<file path="src/serial_shift_cfg.svh">
// constants for the serial shift io control block
// assumes an 8-bit cpu side and a shift clock slower than mclk/4
`ifndef SERIAL_SHIFT_CFG_SVH
`define SERIAL_SHIFT_CFG_SVH
`define SH_DATA_W     8
`define SH_CNT_W      3
`define SH_CNT_ZERO   3'h0
`define SH_CNT_LAST   3'h7
`define SH_BYTE_ZERO  8'h00
`define SH_CNT_STEP   3'h1
`define SH_SDO_IDLE   1'b1
`endif

</file>
<file path="src/serial_shift_pkg.sv">
// types for the serial shift io control block
// assumes serial_shift_cfg.svh is compiled alongside
package serial_shift_pkg;
  typedef enum logic [1:0] {
    st_idle  = 2'b01,
    st_shift = 2'b10
  } shift_state_e;
endpackage : serial_shift_pkg

</file>
<file path="src/edge_sync.sv">
// two-flop synchroniser with edge detect for a pin input
// assumes the pin toggles slower than mclk/4
`timescale 1ns/100ps
module edge_sync (
  // clock and reset
  input  wire logic mclk,
  input  wire logic rst,
  // pin and decoded level and edges
  input  wire logic pin,
  output logic      level,
  output logic      rise,
  output logic      fall
);
  logic       meta;
  logic       sync;
  logic       prev;
  logic [2:0] fill;
  logic       primed;
  always_ff @(posedge mclk or posedge rst) begin
    if (rst) begin
      meta <= 1'b0;
      sync <= 1'b0;
      prev <= 1'b0;
    end else begin
      meta <= pin;
      sync <= meta;
      prev <= sync;
    end
  end
  // reset levels need not match the idle pin, so edges wait for a full pipe
  always_ff @(posedge mclk or posedge rst) begin
    if (rst) begin
      fill <= 3'h0;
    end else begin
      fill <= {fill[1:0], 1'b1};
    end
  end
  assign primed = fill[2];
  assign level  = sync;
  assign rise   = primed & sync & ~prev;
  assign fall   = primed & ~sync & prev;
endmodule : edge_sync

</file>
<file path="src/serial_shifter.sv">
// serial shifter with edge select, counter clear/start, enable, interrupt gate
// assumes shift clock from a partner pin, control bits from a cpu register
// assumes strobes are one mclk wide and levels stay put during a byte
`timescale 1ns/100ps
`include "serial_shift_cfg.svh"
// Behaviour
// - edge select 0: drive on falling, sample rising; 1: reversed
// - writing clear 1 resets 3-bit counter and starts transfer; 0 does nothing
// - enable 0 halts shifter and counter; 1 lets them run
// - interrupt enable 0 blocks request to cpu; 1 passes it
module serial_shifter #(
  parameter int DATA_W = `SH_DATA_W
) (
  // clock and reset
  input  wire logic              mclk,
  input  wire logic              rst,
  // cpu control bits
  input  wire logic              edge_sel,
  input  wire logic              clr_start_wr,
  input  wire logic              shift_en,
  input  wire logic              irq_en,
  input  wire logic              lsb_first,
  input  wire logic              tx_mode,
  // cpu data
  input  wire logic              tx_load,
  input  wire logic [DATA_W-1:0] tx_data,
  output logic      [DATA_W-1:0] rx_data,
  output logic                   busy,
  output logic                   done,
  input  wire logic              done_clr,
  output logic                   irq,
  // serial pins
  input  wire logic              sck,
  input  wire logic              sdi,
  output logic                   sdo
);
  // the 3-bit counter closes a frame at eight bits; no other width is served
  if (DATA_W != `SH_DATA_W) begin : g_bad_width
    $error("serial_shifter supports only 8-bit data");
  end
  if ((1 << `SH_CNT_W) != DATA_W) begin : g_bad_count
    $error("serial_shifter counter does not span one data word");
  end

  // ==========================================================
  // pin sampling
  logic sck_rise;
  logic sck_fall;
  logic sdi_meta;
  logic sdi_sync;
  edge_sync u_sck (
    .mclk  (mclk),
    .rst   (rst),
    .pin   (sck),
    .level (),
    .rise  (sck_rise),
    .fall  (sck_fall)
  );
  // data is sampled at the same latency as the clock edge
  always_ff @(posedge mclk or posedge rst) begin
    if (rst) begin
      sdi_meta <= 1'b0;
      sdi_sync <= 1'b0;
    end else begin
      sdi_meta <= sdi;
      sdi_sync <= sdi_meta;
    end
  end

  // ==========================================================
  // edge selection
  logic drive_edge;
  logic sample_edge;
  // edges that arrive while idle or halted are dropped; no port reports it
  // edge polarity select
  assign drive_edge  = edge_sel ? sck_rise : sck_fall;
  assign sample_edge = edge_sel ? sck_fall : sck_rise;

  // ==========================================================
  // transfer state
  serial_shift_pkg::shift_state_e state;
  logic [`SH_CNT_W-1:0]           cnt;
  logic [`SH_CNT_W-1:0]           next_cnt;
  logic [DATA_W-1:0]              shreg;
  logic                           run;
  logic                           sample_now;
  logic                           drive_now;
  logic                           last_bit;
  assign run        = shift_en && (state == serial_shift_pkg::st_shift);
  assign sample_now = run && sample_edge;
  assign drive_now  = run && drive_edge;
  assign last_bit   = (cnt == `SH_CNT_LAST);
  // the counter wraps to zero on the eighth edge, ready for the next byte
  assign next_cnt   = cnt + `SH_CNT_STEP;

  always_ff @(posedge mclk or posedge rst) begin
    if (rst) begin
      state <= serial_shift_pkg::st_idle;
    end else if (clr_start_wr) begin
      // clear starts transfer
      // a clear in flight restarts the bit count from zero; the shift register is not reloaded
      state <= serial_shift_pkg::st_shift;
    end else begin
      unique case (state)
        serial_shift_pkg::st_idle: begin
          state <= serial_shift_pkg::st_idle;
        end
        serial_shift_pkg::st_shift: begin
          if (sample_now && last_bit) begin
            state <= serial_shift_pkg::st_idle;
          end
        end
        default: begin
          state <= serial_shift_pkg::st_idle;
        end
      endcase
    end
  end

  always_ff @(posedge mclk or posedge rst) begin
    if (rst) begin
      cnt <= `SH_CNT_ZERO;
    end else if (clr_start_wr) begin
      cnt <= `SH_CNT_ZERO;
    end else if (sample_now) begin
      cnt <= next_cnt;
    end
  end

  // ==========================================================
  // shift path selection
  logic [DATA_W-1:0] next_shreg;
  logic              load_now;
  logic              first_bit;
  logic              next_out;
  // loads are refused while busy, so a transfer never sees its byte change
  assign load_now = tx_load && !busy;

  // one shifted image serves both the shifter and the received byte
  always_comb begin
    if (lsb_first) begin
      next_shreg = {sdi_sync, shreg[DATA_W-1:1]};
    end else begin
      next_shreg = {shreg[DATA_W-2:0], sdi_sync};
    end
  end

  // a load in the start cycle must show the new byte, not the stale one
  always_comb begin
    if (lsb_first) begin
      first_bit = load_now ? tx_data[0] : shreg[0];
      next_out  = shreg[0];
    end else begin
      first_bit = load_now ? tx_data[DATA_W-1] : shreg[DATA_W-1];
      next_out  = shreg[DATA_W-1];
    end
  end

  // ==========================================================
  // shift register
  always_ff @(posedge mclk or posedge rst) begin
    if (rst) begin
      shreg <= `SH_BYTE_ZERO;
    end else if (load_now) begin
      shreg <= tx_data;
    end else if (sample_now) begin
      shreg <= next_shreg;
    end
  end

  // ==========================================================
  // output bit
  always_ff @(posedge mclk or posedge rst) begin
    if (rst) begin
      sdo <= `SH_SDO_IDLE;
    end else if (!tx_mode) begin
      // receive-only keeps the line at its idle level
      sdo <= `SH_SDO_IDLE;
    end else if (clr_start_wr || load_now) begin
      sdo <= first_bit;
    end else if (drive_now) begin
      sdo <= next_out;
    end
  end

  // ==========================================================
  // completion and interrupt
  logic finish;
  assign finish = sample_now && last_bit;

  always_ff @(posedge mclk or posedge rst) begin
    if (rst) begin
      rx_data <= `SH_BYTE_ZERO;
    end else if (finish) begin
      rx_data <= next_shreg;
    end
  end

  // set wins over clear
  always_ff @(posedge mclk or posedge rst) begin
    if (rst) begin
      done <= 1'b0;
    end else if (finish) begin
      done <= 1'b1;
    end else if (done_clr || clr_start_wr) begin
      done <= 1'b0;
    end
  end

  // ==========================================================
  // status outputs
  assign busy = (state == serial_shift_pkg::st_shift);
  assign irq  = done & irq_en;

endmodule : serial_shifter

</file>
<file path="config.mk">
export PLATFORM = sky130hd
export DESIGN_NAME = serial_shifter
export DESIGN_NICKNAME = d
export VERILOG_FILES = /design/src/serial_shift_pkg.sv /design/src/edge_sync.sv /design/src/serial_shifter.sv
export VERILOG_INCLUDE_DIRS = /design/src
export SDC_FILE = /design/constraint.sdc
export NUM_CORES = 1
export LEC_CHECK = 0
export ABC_AREA = 1
export BUFFER_PORTS_ARGS = -buffer_cell sky130_fd_sc_hd__buf_4
export CAP_MARGIN = 25
export CORE_ASPECT_RATIO = 1.5
export CORE_MARGIN = 5
export CORE_UTILIZATION = 53
export DETAILED_ROUTE_END_ITERATION = 16
export GPL_TIMING_DRIVEN = 0
export PLACE_DENSITY = 0.78
export SLEW_MARGIN = 30
export SYNTH_ARGS = -nofsm -noshare
export SYNTH_HDL_FRONTEND = slang
export SYNTH_SLANG_ARGS = --single-unit
</file>
<file path="constraint.sdc">
create_clock -name mclk -period 1.5 [get_ports mclk]
set_input_delay 0.15 -clock mclk [delete_from_list [all_inputs] [get_ports mclk]]
set_output_delay 0.15 -clock mclk [all_outputs]
set_load 0.01 [all_outputs]
</file>
# Word level (Yosys, flattened, before mapping)
# Cells that the tools add are included.
[totals]
output_inout_bits = 12
inputBits = 20
reg_bits = 31
elab_cells = 54
[classes]
eq_ne = 4
bitwise_logic = 7
reduce_logical = 11
mux = 19
add_sub_neg = 1
[op_table]
columns = ["op", "count"]
rows = [
  ["8-bit two-way mux", 3],
  ["1-bit two-way mux", 11],
  ["2-bit two-way mux", 3],
  ["3-bit two-way mux", 2],
  ["2-bit nonzero test", 3],
  ["1-bit AND", 5],
  ["1-bit logical AND", 5],
  ["3-bit by 1-bit adder with 3-bit output, second input constant", 1],
  ["3-bit equality test, second input constant", 1],
  ["3-bit by 1-bit != test with 1-bit output, second input constant", 1],
  ["3-bit by 2-bit != test with 1-bit output, second input constant", 1],
  ["2-bit equality test, second input constant", 1],
  ["1-bit logical OR", 2],
  ["1-bit NOT", 2],
  ["1-bit logical NOT", 1],
]

# Logic depth before layout (Yosys ltp)
# Gate-level depths: netlist of run 1.
[depth]
word_depth = 9
depth_mapped = 9
depth_no_buf = 8

# Cells and area by module
# From an unflattened synthesis of run 1, not the netlist that was laid out.
[unflattened]
hier_cells = 165
hier_area_um2 = 1485.2
[by_module_without_submodules]
columns = ["mod", "instances", "cells_each", "area_per_inst_um2"]
rows = [
  ["serial_shifter", 1, 153, 1312.5],
  ["edge_sync", 1, 12, 172.7],
]

# Worst setup path before layout of run 1
# Ideal clock, no wire load.
[synth_timing]
path_type = "flip-flop to flip-flop"
from = "register cnt[0]"
to = "register done"
n_path_buf = 2
slack_ps = 139
arrival_ps = 1231
t_required_ps = 1369
path_stages_with_launch = 7
synth_period_minus_slack_ps = 1361
cell_sequence = "dfrtp_1 > ha_1 > ha_1 > clkbuf_2 > nand3_2 > buf_2 > o21ai_0"
[synth_via]
elab_chain_len = 3
elab_cells_between_ends = 4
[synth_rtl]
columns = ["item", "line_no", "source"]
rows = [
  ["from (decl)", "serial_shifter.sv:82", "logic [`SH_CNT_W-1:0] cnt;"],
  ["from (signal assigned)", "serial_shifter.sv:122", "cnt <= `SH_CNT_ZERO;"],
  ["from (signal assigned)", "serial_shifter.sv:124", "cnt <= `SH_CNT_ZERO;"],
  ["from (signal assigned)", "serial_shifter.sv:126", "cnt <= next_cnt;"],
  ["3-bit equality test (no source line) *", "--", ""],
  ["1-bit logical AND *", "serial_shifter.sv:189", "assign finish = sample_now && last_bit;"],
  ["1-bit two-way mux or 2-bit nonzero test (tied branches)", "--", ""],
  ["to (signal assigned)", "serial_shifter.sv:202", "done <= 1'b0;"],
  ["to (signal assigned)", "serial_shifter.sv:204", "done <= 1'b1;"],
  ["to (signal assigned)", "serial_shifter.sv:206", "done <= 1'b0;"],
  ["to (decl)", "serial_shifter.sv:29", "output logic done,"],
]
# Mark *: on every way between the ends. The rest lies on a longest branch, timed or not.
# A chain may end at the register's enable or synchronous reset.

# Final worst setup path of run 1
# Ends and elaborated chain as after synthesis.

==> results of run 1 <==
[power by group through the flow]
stage,logic (W),clock network [W],registers (W)
2_1_floorplan,0.000347,0,0.00103
4_1_cts,0.000498,0.000654,0.00104
6_report,0.000503,0.000634,0.00104
3_5_place_dp,0.000487,0,0.00105
3_3_place_gp,0.000469,0,0.00104
5_1_grt,0.000573,0.000695,0.00105
[logic make-up (layout without fill, tap and decap cells)]
kind of cell	after synthesis	in the layout
adder cells (fa/ha/maj)	2	2
flip-flops	31	31
other	1	1
buffers and inverters	25	67
AO/OA/AOI/OAI	12	12
AND/OR/NAND/NOR	119	119
[cell usage in the layout (no fill, tap or decap), types with 2 or more instances in the layout]
cell type	count
buf_4	32
clkbuf_2	2
clkbuf_8	5
clkinv_1	2
clkinvlp_4	2
dfrtp_1	29
dfstp_2	2
dlygate4sd3_1	4
ha_1	2
inv_1	12
inv_2	3
nand2_1	82
nand2_2	4
nand3_1	18
nand4_1	12
o21ai_0	9
[routing by layer]
layer,wire length (um),track usage
met1,1340,0.210
met2,1770,0.338
met3,140,0.0489
met4,34,0.0682
met5,0,0
[final timing paths]
path                          start    endpoint  slack, ns  depth (start not counted)
max reg2reg                  cnt[0]        done       0.12                          5
max in group asynchronous       rst    shreg[3]       0.58                          3
max                          cnt[0]        done       0.12                          5
min reg2reg                sdi_meta    sdi_sync       0.35                          0
min                        done_clr        done       0.06                          2
min in group asynchronous       rst  u_sck.meta       0.51                          3
[cell usage after synthesis (all sizes together)]
| library cell | n |
|---|---|
| dfstp | 2 |
| dfrtp | 29 |
| a21boi | 1 |
| conb | 1 |
| nand3 | 19 |
| clkbuf | 3 |
| nor2 | 2 |
| clkinv | 2 |
| a21oi | 2 |
| buf | 5 |
| o21ai | 9 |
| inv | 15 |
| nand4 | 12 |
| ha | 2 |
| nand2 | 86 |
[final cells by class]
| class | count | area share |
|---|---|---|
| Buffer | 7 | 0.0233 |
| Clock buffer | 5 | 0.0356 |
| Clock inverter | 3 | 0.0104 |
| Inverter | 17 | 0.0330 |
| Multi-Input combinational cell | 134 | 0.330 |
| Sequential cell | 31 | 0.403 |
| Tap cell | 37 | 0.0240 |
| Timing Repair Buffer | 35 | 0.141 |
[through the flow]
step | hold WS (ns) | setup WS [ns] | setup TNS [ns]
after floorplan | 0.172 | 0.139 | 0
after global placement | 0.261 | 0.0332 | 0
after detailed placement | 0.261 | -0.00200 | -0.00200
after CTS | 0.0520 | 0.0446 | 0
after global routing | 0.0817 | 0.0121 | 0
final | 0.0568 | 0.118 | 0
[registers in the layout (all words and copies together), names as in the netlist, 2 cells and up]
| name | cells |
|---|---|
| rx_data | 8 |
| shreg | 8 |
| state | 2 |
| u_sck.fill | 3 |
| cnt | 3 |
[worst max-delay path, delay by kind of cell, from the launching register on]
kind,cells,cell delay [ns]
buf+inv,1,0.19
flops,1,0.40
fa+ha+maj,2,0.38
simple gates,1,0.18
compound gates,1,0.10
[what timing repair did]
item / 4_1_cts / 5_1_grt
hold buffers: 4 / 0
gates resized for setup: 0 / 6
setup endpoints to repair: 1 / 13
endpoints found under the hold margin: 32 / 0
==> results.json, run 1 <==
{
  "status": "finished clean",
  "power_w": 0.00217,
  "synth-adder-area-share": 0.0165,
  "synth_mux_area_frac": 0,
  "crit_top_cell": "ha_1",
  "stdcell_count": 269,
  "placed_cell_area_sq_um": 1790,
  "cp.required_ns": 1.66,
  "ctsLongestPathBuffers": 2,
  "clock.fmax_mhz": 724,
  "seq_area_frac_synth": 0.514,
  "intPower_w": 0.00148,
  "synth-simple-area-share": 0.344,
  "nFillCells": 240,
  "synth_compound_area_frac": 0.0512,
  "drtAntennaViolNets": 0,
  "antenna_found_initial": 0,
  "postSynthAreaPerCell_sq_um": 7.97,
  "p_leak_nw": 1.07,
  "synth_top_family_by_area": "simple AND/OR/NAND/NOR gates",
  "ys_ff_latch": 31,
  "vias": 1371,
  "hold_violations": 0,
  "period_needed_ns": 1.38,
  "multi_input_area_sq_um": 637,
  "rsz0062_at_grt": "no",
  "cts-root-buf": "clkbuf_8",
  "htree_num_levels": 2,
  "fin_area_sq_um": 1930,
  "grt_pass1_wl_um": 5640,
  "grt.total_usage": 0.188,
  "place_congestion": 0.875,
  "area_growth_pct": 27.5,
  "switching_share": 0.320,
  "seq_power_share": 0.477,
  "ys_types": 23,
  "synth_warnings": 0,
  "grt_pass1_vias": 1405,
  "ir_drop_v": 0.00103,
  "die_h_um": 75.5,
  "worstMarginPinSlew_ns": 0.621,
  "slew_headroom": 0.586,
  "crit_path_cell_trace": "ha_1, ha_1, clkbuf_2, nand3_4, o21ai_0",
  "clk_pin_slew_ns": 0.07,
  "fin_util": 0.714,
  "rows": 23,
  "power_density_nw_per_um2": 1130,
  "first_pass_iters": 4,
  "clock_power_share": 0.292,
  "antenna_cells": 0,
  "power.net_switching_w": 0.000696,
  "grt_max_degree": 32,
  "placement.io_buffers": 31,
  "place_hpwl_um": 2490,
  "drive_above_1_share": 0.250,
  "seqCellArea_sq_um": 778,
  "maxCapViolations": 0,
  "endpoint_kind": "flop",
  "cts_setup_buffers": 0,
  "synth_top_area_cell": "dfrtp_1",
  "netlist_instances": 190,
  "final-setup-viol-count": 0,
  "clock_sinks": 31,
  "clock_latency_ns": 0.28,
  "gr-total-overflow": 0,
  "maxSlewViolCount": 0,
  "crit_type": "reg -> reg",
  "wire_per_inst_um": 12.2,
  "drtIter0Drc": 45,
  "nets": 253,
  "drt-vias-per-instance": 5.10,
  "syn_area_sq_um": 1520,
  "cts_made_buffers": 5,
  "path_max_fanout": 11,
  "drcViolationCount": 0,
  "worst_path_max_delay_cell": "dfrtp_1",
  "coreArea_sq_um": 2710,
  "combPwrFrac": 0.231,
  "synth_nets": 212,
  "start_kind": "flop",
  "worst_path_largest_cell_delay_ns": 0.40,
  "die_area_sq_um": 4050,
  "synth_area_leaders": "dfrtp_1 (48%), nand2_1 (21%), nand3_1 (5.9%)",
  "cts_tree": "done",
  "synth_xor_area_frac": 0,
  "hold_class": "in -> reg",
  "io-pin-count": 32,
  "cp.arrival_ns": 1.54,
  "yosysTopAreaCellShare": 0.479,
  "dp_cells": 258,
  "fin_skew_ns": 0.00443,
  "wl_um": 3290,
  "fin_crit_sh": 0.921,
  "initial_core_util": 0.560,
  "die_x_um": 53.7
}
Note: power is estimated with default switching activity, not from simulation.
==> inputs of run 2 (changes only) <==
CORE_UTILIZATION = 57   (was 53)
PLACE_DENSITY = 0.83   (was 0.78)
clock period = 1.6 ns   (was 1.5 ns; I/O delays follow)
==> results.json, run 2 (same netlist as run 1, synthesis figures left out) <==
{
  "cp.required_ns": 1.82,
  "ctsLongestPathBuffers": 2,
  "initial_core_util": 0.579,
  "whs_path_depth": 2,
  "endpoint_kind": "flop",
  "clock_sinks": 31,
  "final.setup.tns_ns": 0,
  "placement.io_buffers": 31,
  "drtIter0Drc": 45,
  "die_x_um": 52.1,
  "vias": 1384,
  "maxSlewViolCount": 0,
  "worstMarginPinSlew_ns": 0.627,
  "die_area_sq_um": 3810,
  "hold_class": "in -> reg",
  "area_growth_pct": 28.5,
  "coreArea_sq_um": 2620,
  "cp.arrival_ns": 1.67,
  "ir_drop_v": 0.000930,
  "cts_tree": "done",
  "rows": 23,
  "wire_per_inst_um": 12.4,
  "clk_pin_slew_ns": 0.06,
  "reg_top3": "rx_data x8, shreg x8",
  "grt_max_degree": 32,
  "cts-root-buf": "clkbuf_8",
  "grt_pass1_vias": 1416,
  "io-pin-count": 32,
  "path_max_fanout": 10,
  "clock.fmax_mhz": 691,
  "gr-total-overflow": 0,
  "cts_setup_buffers": 0,
  "drtAntennaViolNets": 0,
  "fin_skew_ns": 0.00330,
  "cts_made_buffers": 5,
  "mostFrequentLayoutCells": "nand2_1 (83), buf_4 (32), dfrtp_1 (29), nand3_1 (18)",
  "status": "finished clean",
  "drt-vias-per-instance": 5.14,
  "nets": 253,
  "crit_type": "reg -> reg",
  "die_h_um": 73.1,
  "pre_cts_slack_ns": 0.0853,
  "power_w": 0.00223,
  "hp-start": "done_clr",
  "place_congestion": 0.835,
  "rsz0062_at_grt": "no",
  "grt.total_usage": 0.203,
  "antenna_cells": 0,
  "place_hpwl_um": 2580,
  "layout_commonest_cell": "nand2_1",
  "worstHoldEndpoint": "done",
  "wl_um": 3330,
  "maxCapViolations": 0,
  "fin_crit_sh": 0.904,
  "r2r_start": "state[0]",
  "period_needed_ns": 1.45,
  "p_leak_nw": 1.08,
  "timing.final.ws_setup_ns": 0.153,
  "cts_resized": 0,
  "power_density_nw_per_um2": 1140,
  "clock_latency_ns": 0.28,
  "reg2regPathDepth": 9,
  "final-setup-viol-count": 0,
  "drcViolationCount": 0,
  "r2r_end": "shreg[2]",
  "slew_headroom": 0.581,
  "start_kind": "flop",
  "cp-startpoint": "state[0]",
  "antenna_found_initial": 0,
  "regToRegSetupSlack_ns": 0.15,
  "drive_above_1_share": 0.241,
  "hold_ws_ns": 0.0582,
  "hold_violations": 0,
  "grt_pass1_wl_um": 5750,
  "first_pass_iters": 5,
  "htree_num_levels": 2
}
[run 2: repair_timing]
action / 4_1_cts / 5_1_grt
hold buffers: 4 / 0
hold endpoints to repair: 32 / 0
endpoints found under the setup margin: 0 / 1
[run 2: layer usage]
layer  GRT usage  share of wire  routed length [um]  vias up
met2       0.401           0.57                1910       38
met3      0.0491          0.043                 144        6
li1            -              -                   -      684
met1       0.192           0.37                1220      656
met4      0.0700          0.016                  53        0
met5           0              0                   0        -
[run 2: power by group]
group          switching (W)  internal (W)
combinational       0.000286      0.000185
sequential         0.0000718      0.000898
clock               0.000283      0.000503
total               0.000640       0.00159
[run 2: through the flow]
| step | std cells | area [sq um] | utilization |
|---|---|---|---|
| after floorplan | 190 | 1520 | - |
| after global placement | 258 | 1790 | 0.685 |
| after detailed placement | 258 | 1790 | 0.685 |
| after CTS | 270 | 1950 | 0.745 |
| after global routing | 269 | 1950 | 0.743 |
| final | 269 | 1950 | 0.743 |
[run 2: worst max-delay path by stage]
stage               slack (ns)  depth (start not counted)        to
floorplan                 0.24                          6      done
global placement          0.13                          6      done
detailed placement        0.09                          6      done
CTS                       0.08                          6      done
global route              0.04                          6  state[1]
finish                    0.15                          9  shreg[2]
[run 2: area by class of cell]
type | count | area [sq um]
clock buffers | 6 | 82.6
multi-input cells | 134 | 627
clock inverters | 2 | 35.0
well taps | 37 | 46.3
inverters | 17 | 63.8
fillers | 204 | 672
repair buffers | 35 | 273
flip-flops and latches | 31 | 778
plain buffers | 7 | 41.3
[run 2: critical path: stages, from the launching register on]
cell and delay (ns):
dfstp_2 0.56, inv_1 0.05, nand2_1 0.13, nand2_1 0.09, buf_2 0.19, inv_2 0.13, nand2_1 0.06, nand2_1 0.06
nand2_1 0.05, nand2_1 0.06
==> inputs of run 3 (changes only) <==
CORE_ASPECT_RATIO = unset   (was 1.5)
RECOVER_POWER = 25   (was unset)
SLEW_MARGIN = 20   (was 30)
==> results.json, run 3 (same netlist as run 1, synthesis figures left out) <==
{
  "status": "finished clean",
  "crit_path_cell_trace": "ha_1, ha_1, clkbuf_2, nand3_2, o21ai_0",
  "io-pin-count": 32,
  "nets": 255,
  "combPwrFrac": 0.251,
  "maxSlewViolCount": 0,
  "rows": 18,
  "drt-vias-per-instance": 5.23,
  "layout_commonest_cell": "nand2_1",
  "r2r_start": "cnt[0]",
  "mostFrequentLayoutCells": "nand2_1 (83), buf_4 (29), dfrtp_1 (29), nand3_1 (18), inv_1 (13)",
  "die_area_sq_um": 3790,
  "htree_num_levels": 2,
  "reg2regPathDepth": 5,
  "crit_end": "done",
  "cts_setup_buffers": 0,
  "reg_top3": "rx_data x8, shreg x8",
  "die_h_um": 61.6,
  "coreArea_sq_um": 2500,
  "worst_path_largest_cell_delay_ns": 0.41,
  "cts_resized": 0,
  "endpoint_kind": "flop",
  "drcViolationCount": 0,
  "pre_cts_slack_ns": 0.0782,
  "crit_top_cell": "ha_1",
  "cp.arrival_ns": 1.66,
  "rsz0062_at_grt": "no",
  "gr-total-overflow": 0,
  "crit_type": "reg -> reg",
  "timing.final.ws_setup_ns": 0.155,
  "die_x_um": 61.6,
  "slew_headroom": 0.569,
  "placement.io_buffers": 31,
  "final.setup.tns_ns": 0,
  "worstMarginPinSlew_ns": 0.646,
  "cts-root-buf": "clkbuf_4",
  "grt_pass1_vias": 1357,
  "intPower_w": 0.00129,
  "fin_skew_ns": 0.0110,
  "r2r_end": "done",
  "clock_power_share": 0.243,
  "regToRegSetupSlack_ns": 0.16,
  "area_growth_pct": 26.3,
  "grt_pass1_wl_um": 5740,
  "path_depth": 5,
  "place_congestion": 0.806,
  "cp.required_ns": 1.81,
  "drtAntennaViolNets": 0,
  "p_leak_nw": 1.07,
  "final-setup-viol-count": 0,
  "seq_power_share": 0.506,
  "power_density_nw_per_um2": 999,
  "crit_buf_inv": 1,
  "hold_violations": 0,
  "wire_per_inst_um": 12.4,
  "initial_core_util": 0.606,
  "hold_class": "in -> reg",
  "clk_pin_slew_ns": 0.10,
  "worst_path_max_delay_cell": "dfrtp_1",
  "ctsLongestPathBuffers": 2,
  "grt_max_degree": 18,
  "antenna_cells": 0,
  "place_hpwl_um": 2460,
  "vias": 1376,
  "grt.total_usage": 0.206,
  "clock.fmax_mhz": 692,
  "maxCapViolations": 0,
  "wl_um": 3260,
  "power.net_switching_w": 0.000621,
  "cts_tree": "done",
  "start_kind": "flop",
  "ir_drop_v": 0.000757,
  "drive_above_1_share": 0.236,
  "period_needed_ns": 1.44,
  "path_max_fanout": 11,
  "crit_family": "flip-flops",
  "clock_latency_ns": 0.33,
  "switching_share": 0.325,
  "clock_sinks": 31,
  "antenna_found_initial": 0,
  "first_pass_iters": 4,
  "cp-startpoint": "cnt[0]",
  "cts_made_buffers": 5,
  "drtIter0Drc": 101,
  "fin_crit_sh": 0.903
}
-- run 3: changes by cell type in the layout (fill, tap and decap cells not counted), sizes merged --
cell / previous run / this run
clkbuf: 9 / 12
dlygate4sd3: 4 / 5
buf: 35 / 33
bufinv: 1 / 0
-- run 3: stage by stage --
| stage | power (W) | hold WS, ns | instance area [sq um] | util | cells |
|---|---|---|---|---|---|
| 2_1_floorplan | 0.00129 | 0.182 | 1520 | - | 190 |
| 3_3_place_gp | 0.00142 | 0.271 | 1790 | 0.714 | 251 |
| 3_5_place_dp | 0.00145 | 0.270 | 1810 | 0.725 | 252 |
| 4_1_cts | 0.00193 | 0.0561 | 1920 | 0.768 | 264 |
| 5_1_grt | 0.00206 | 0.0537 | 1910 | 0.766 | 263 |
| 6_report | 0.00191 | 0.0670 | 1910 | 0.766 | 263 |
-- run 3: worst min-delay path, cell delays in order --
cell     delay, ns
buf_4         0.12
nand4_1       0.07
nand2_1       0.06
-- run 3: what timing repair did --
action / CTS / global route
setup endpoints to repair: 0 / 3
endpoints found under the hold margin: 16 / 0
hold buffers: 5 / 0
-- run 3: power groups by stage --
stage          clock network, W  logic (W)  registers (W)
2_1_floorplan                 0   0.000326       0.000966
3_3_place_gp                  0   0.000441       0.000977
3_5_place_dp                  0   0.000467       0.000981
4_1_cts                0.000484   0.000482       0.000965
5_1_grt                0.000522   0.000558       0.000977
6_report               0.000465   0.000480       0.000969
-- run 3: final cells by class --
| type | count | area, sq um |
|---|---|---|
| Tap cell | 30 | 37.5 |
| Sequential cell | 31 | 778 |
| Fill cell | 173 | 586 |
| Clock buffer | 6 | 51.3 |
| Clock inverter | 1 | 5.00 |
| Inverter | 17 | 63.8 |
| Multi-Input combinational cell | 134 | 627 |
| Buffer | 7 | 41.3 |
| Timing Repair Buffer | 37 | 310 |
-- run 3: worst min path at each step --
stage	start	endpoint	depth (start not counted)
final	tx_mode	sdo	3
after global routing	tx_mode	sdo	3
after CTS	tx_mode	sdo	3
after detailed placement	sck	u_sck.meta	1
after global placement	sdi	sdi_meta	1
after floorplan	clr_start_wr	state[0]	1
-- run 3: routing by layer --
layer,share of wire,GRT usage,vias to the layer above
li1,-,-,689
met1,0.43,0.244,641
met2,0.49,0.356,40
met3,0.068,0.0587,6
met4,0.013,0.0697,0
met5,0,0,-
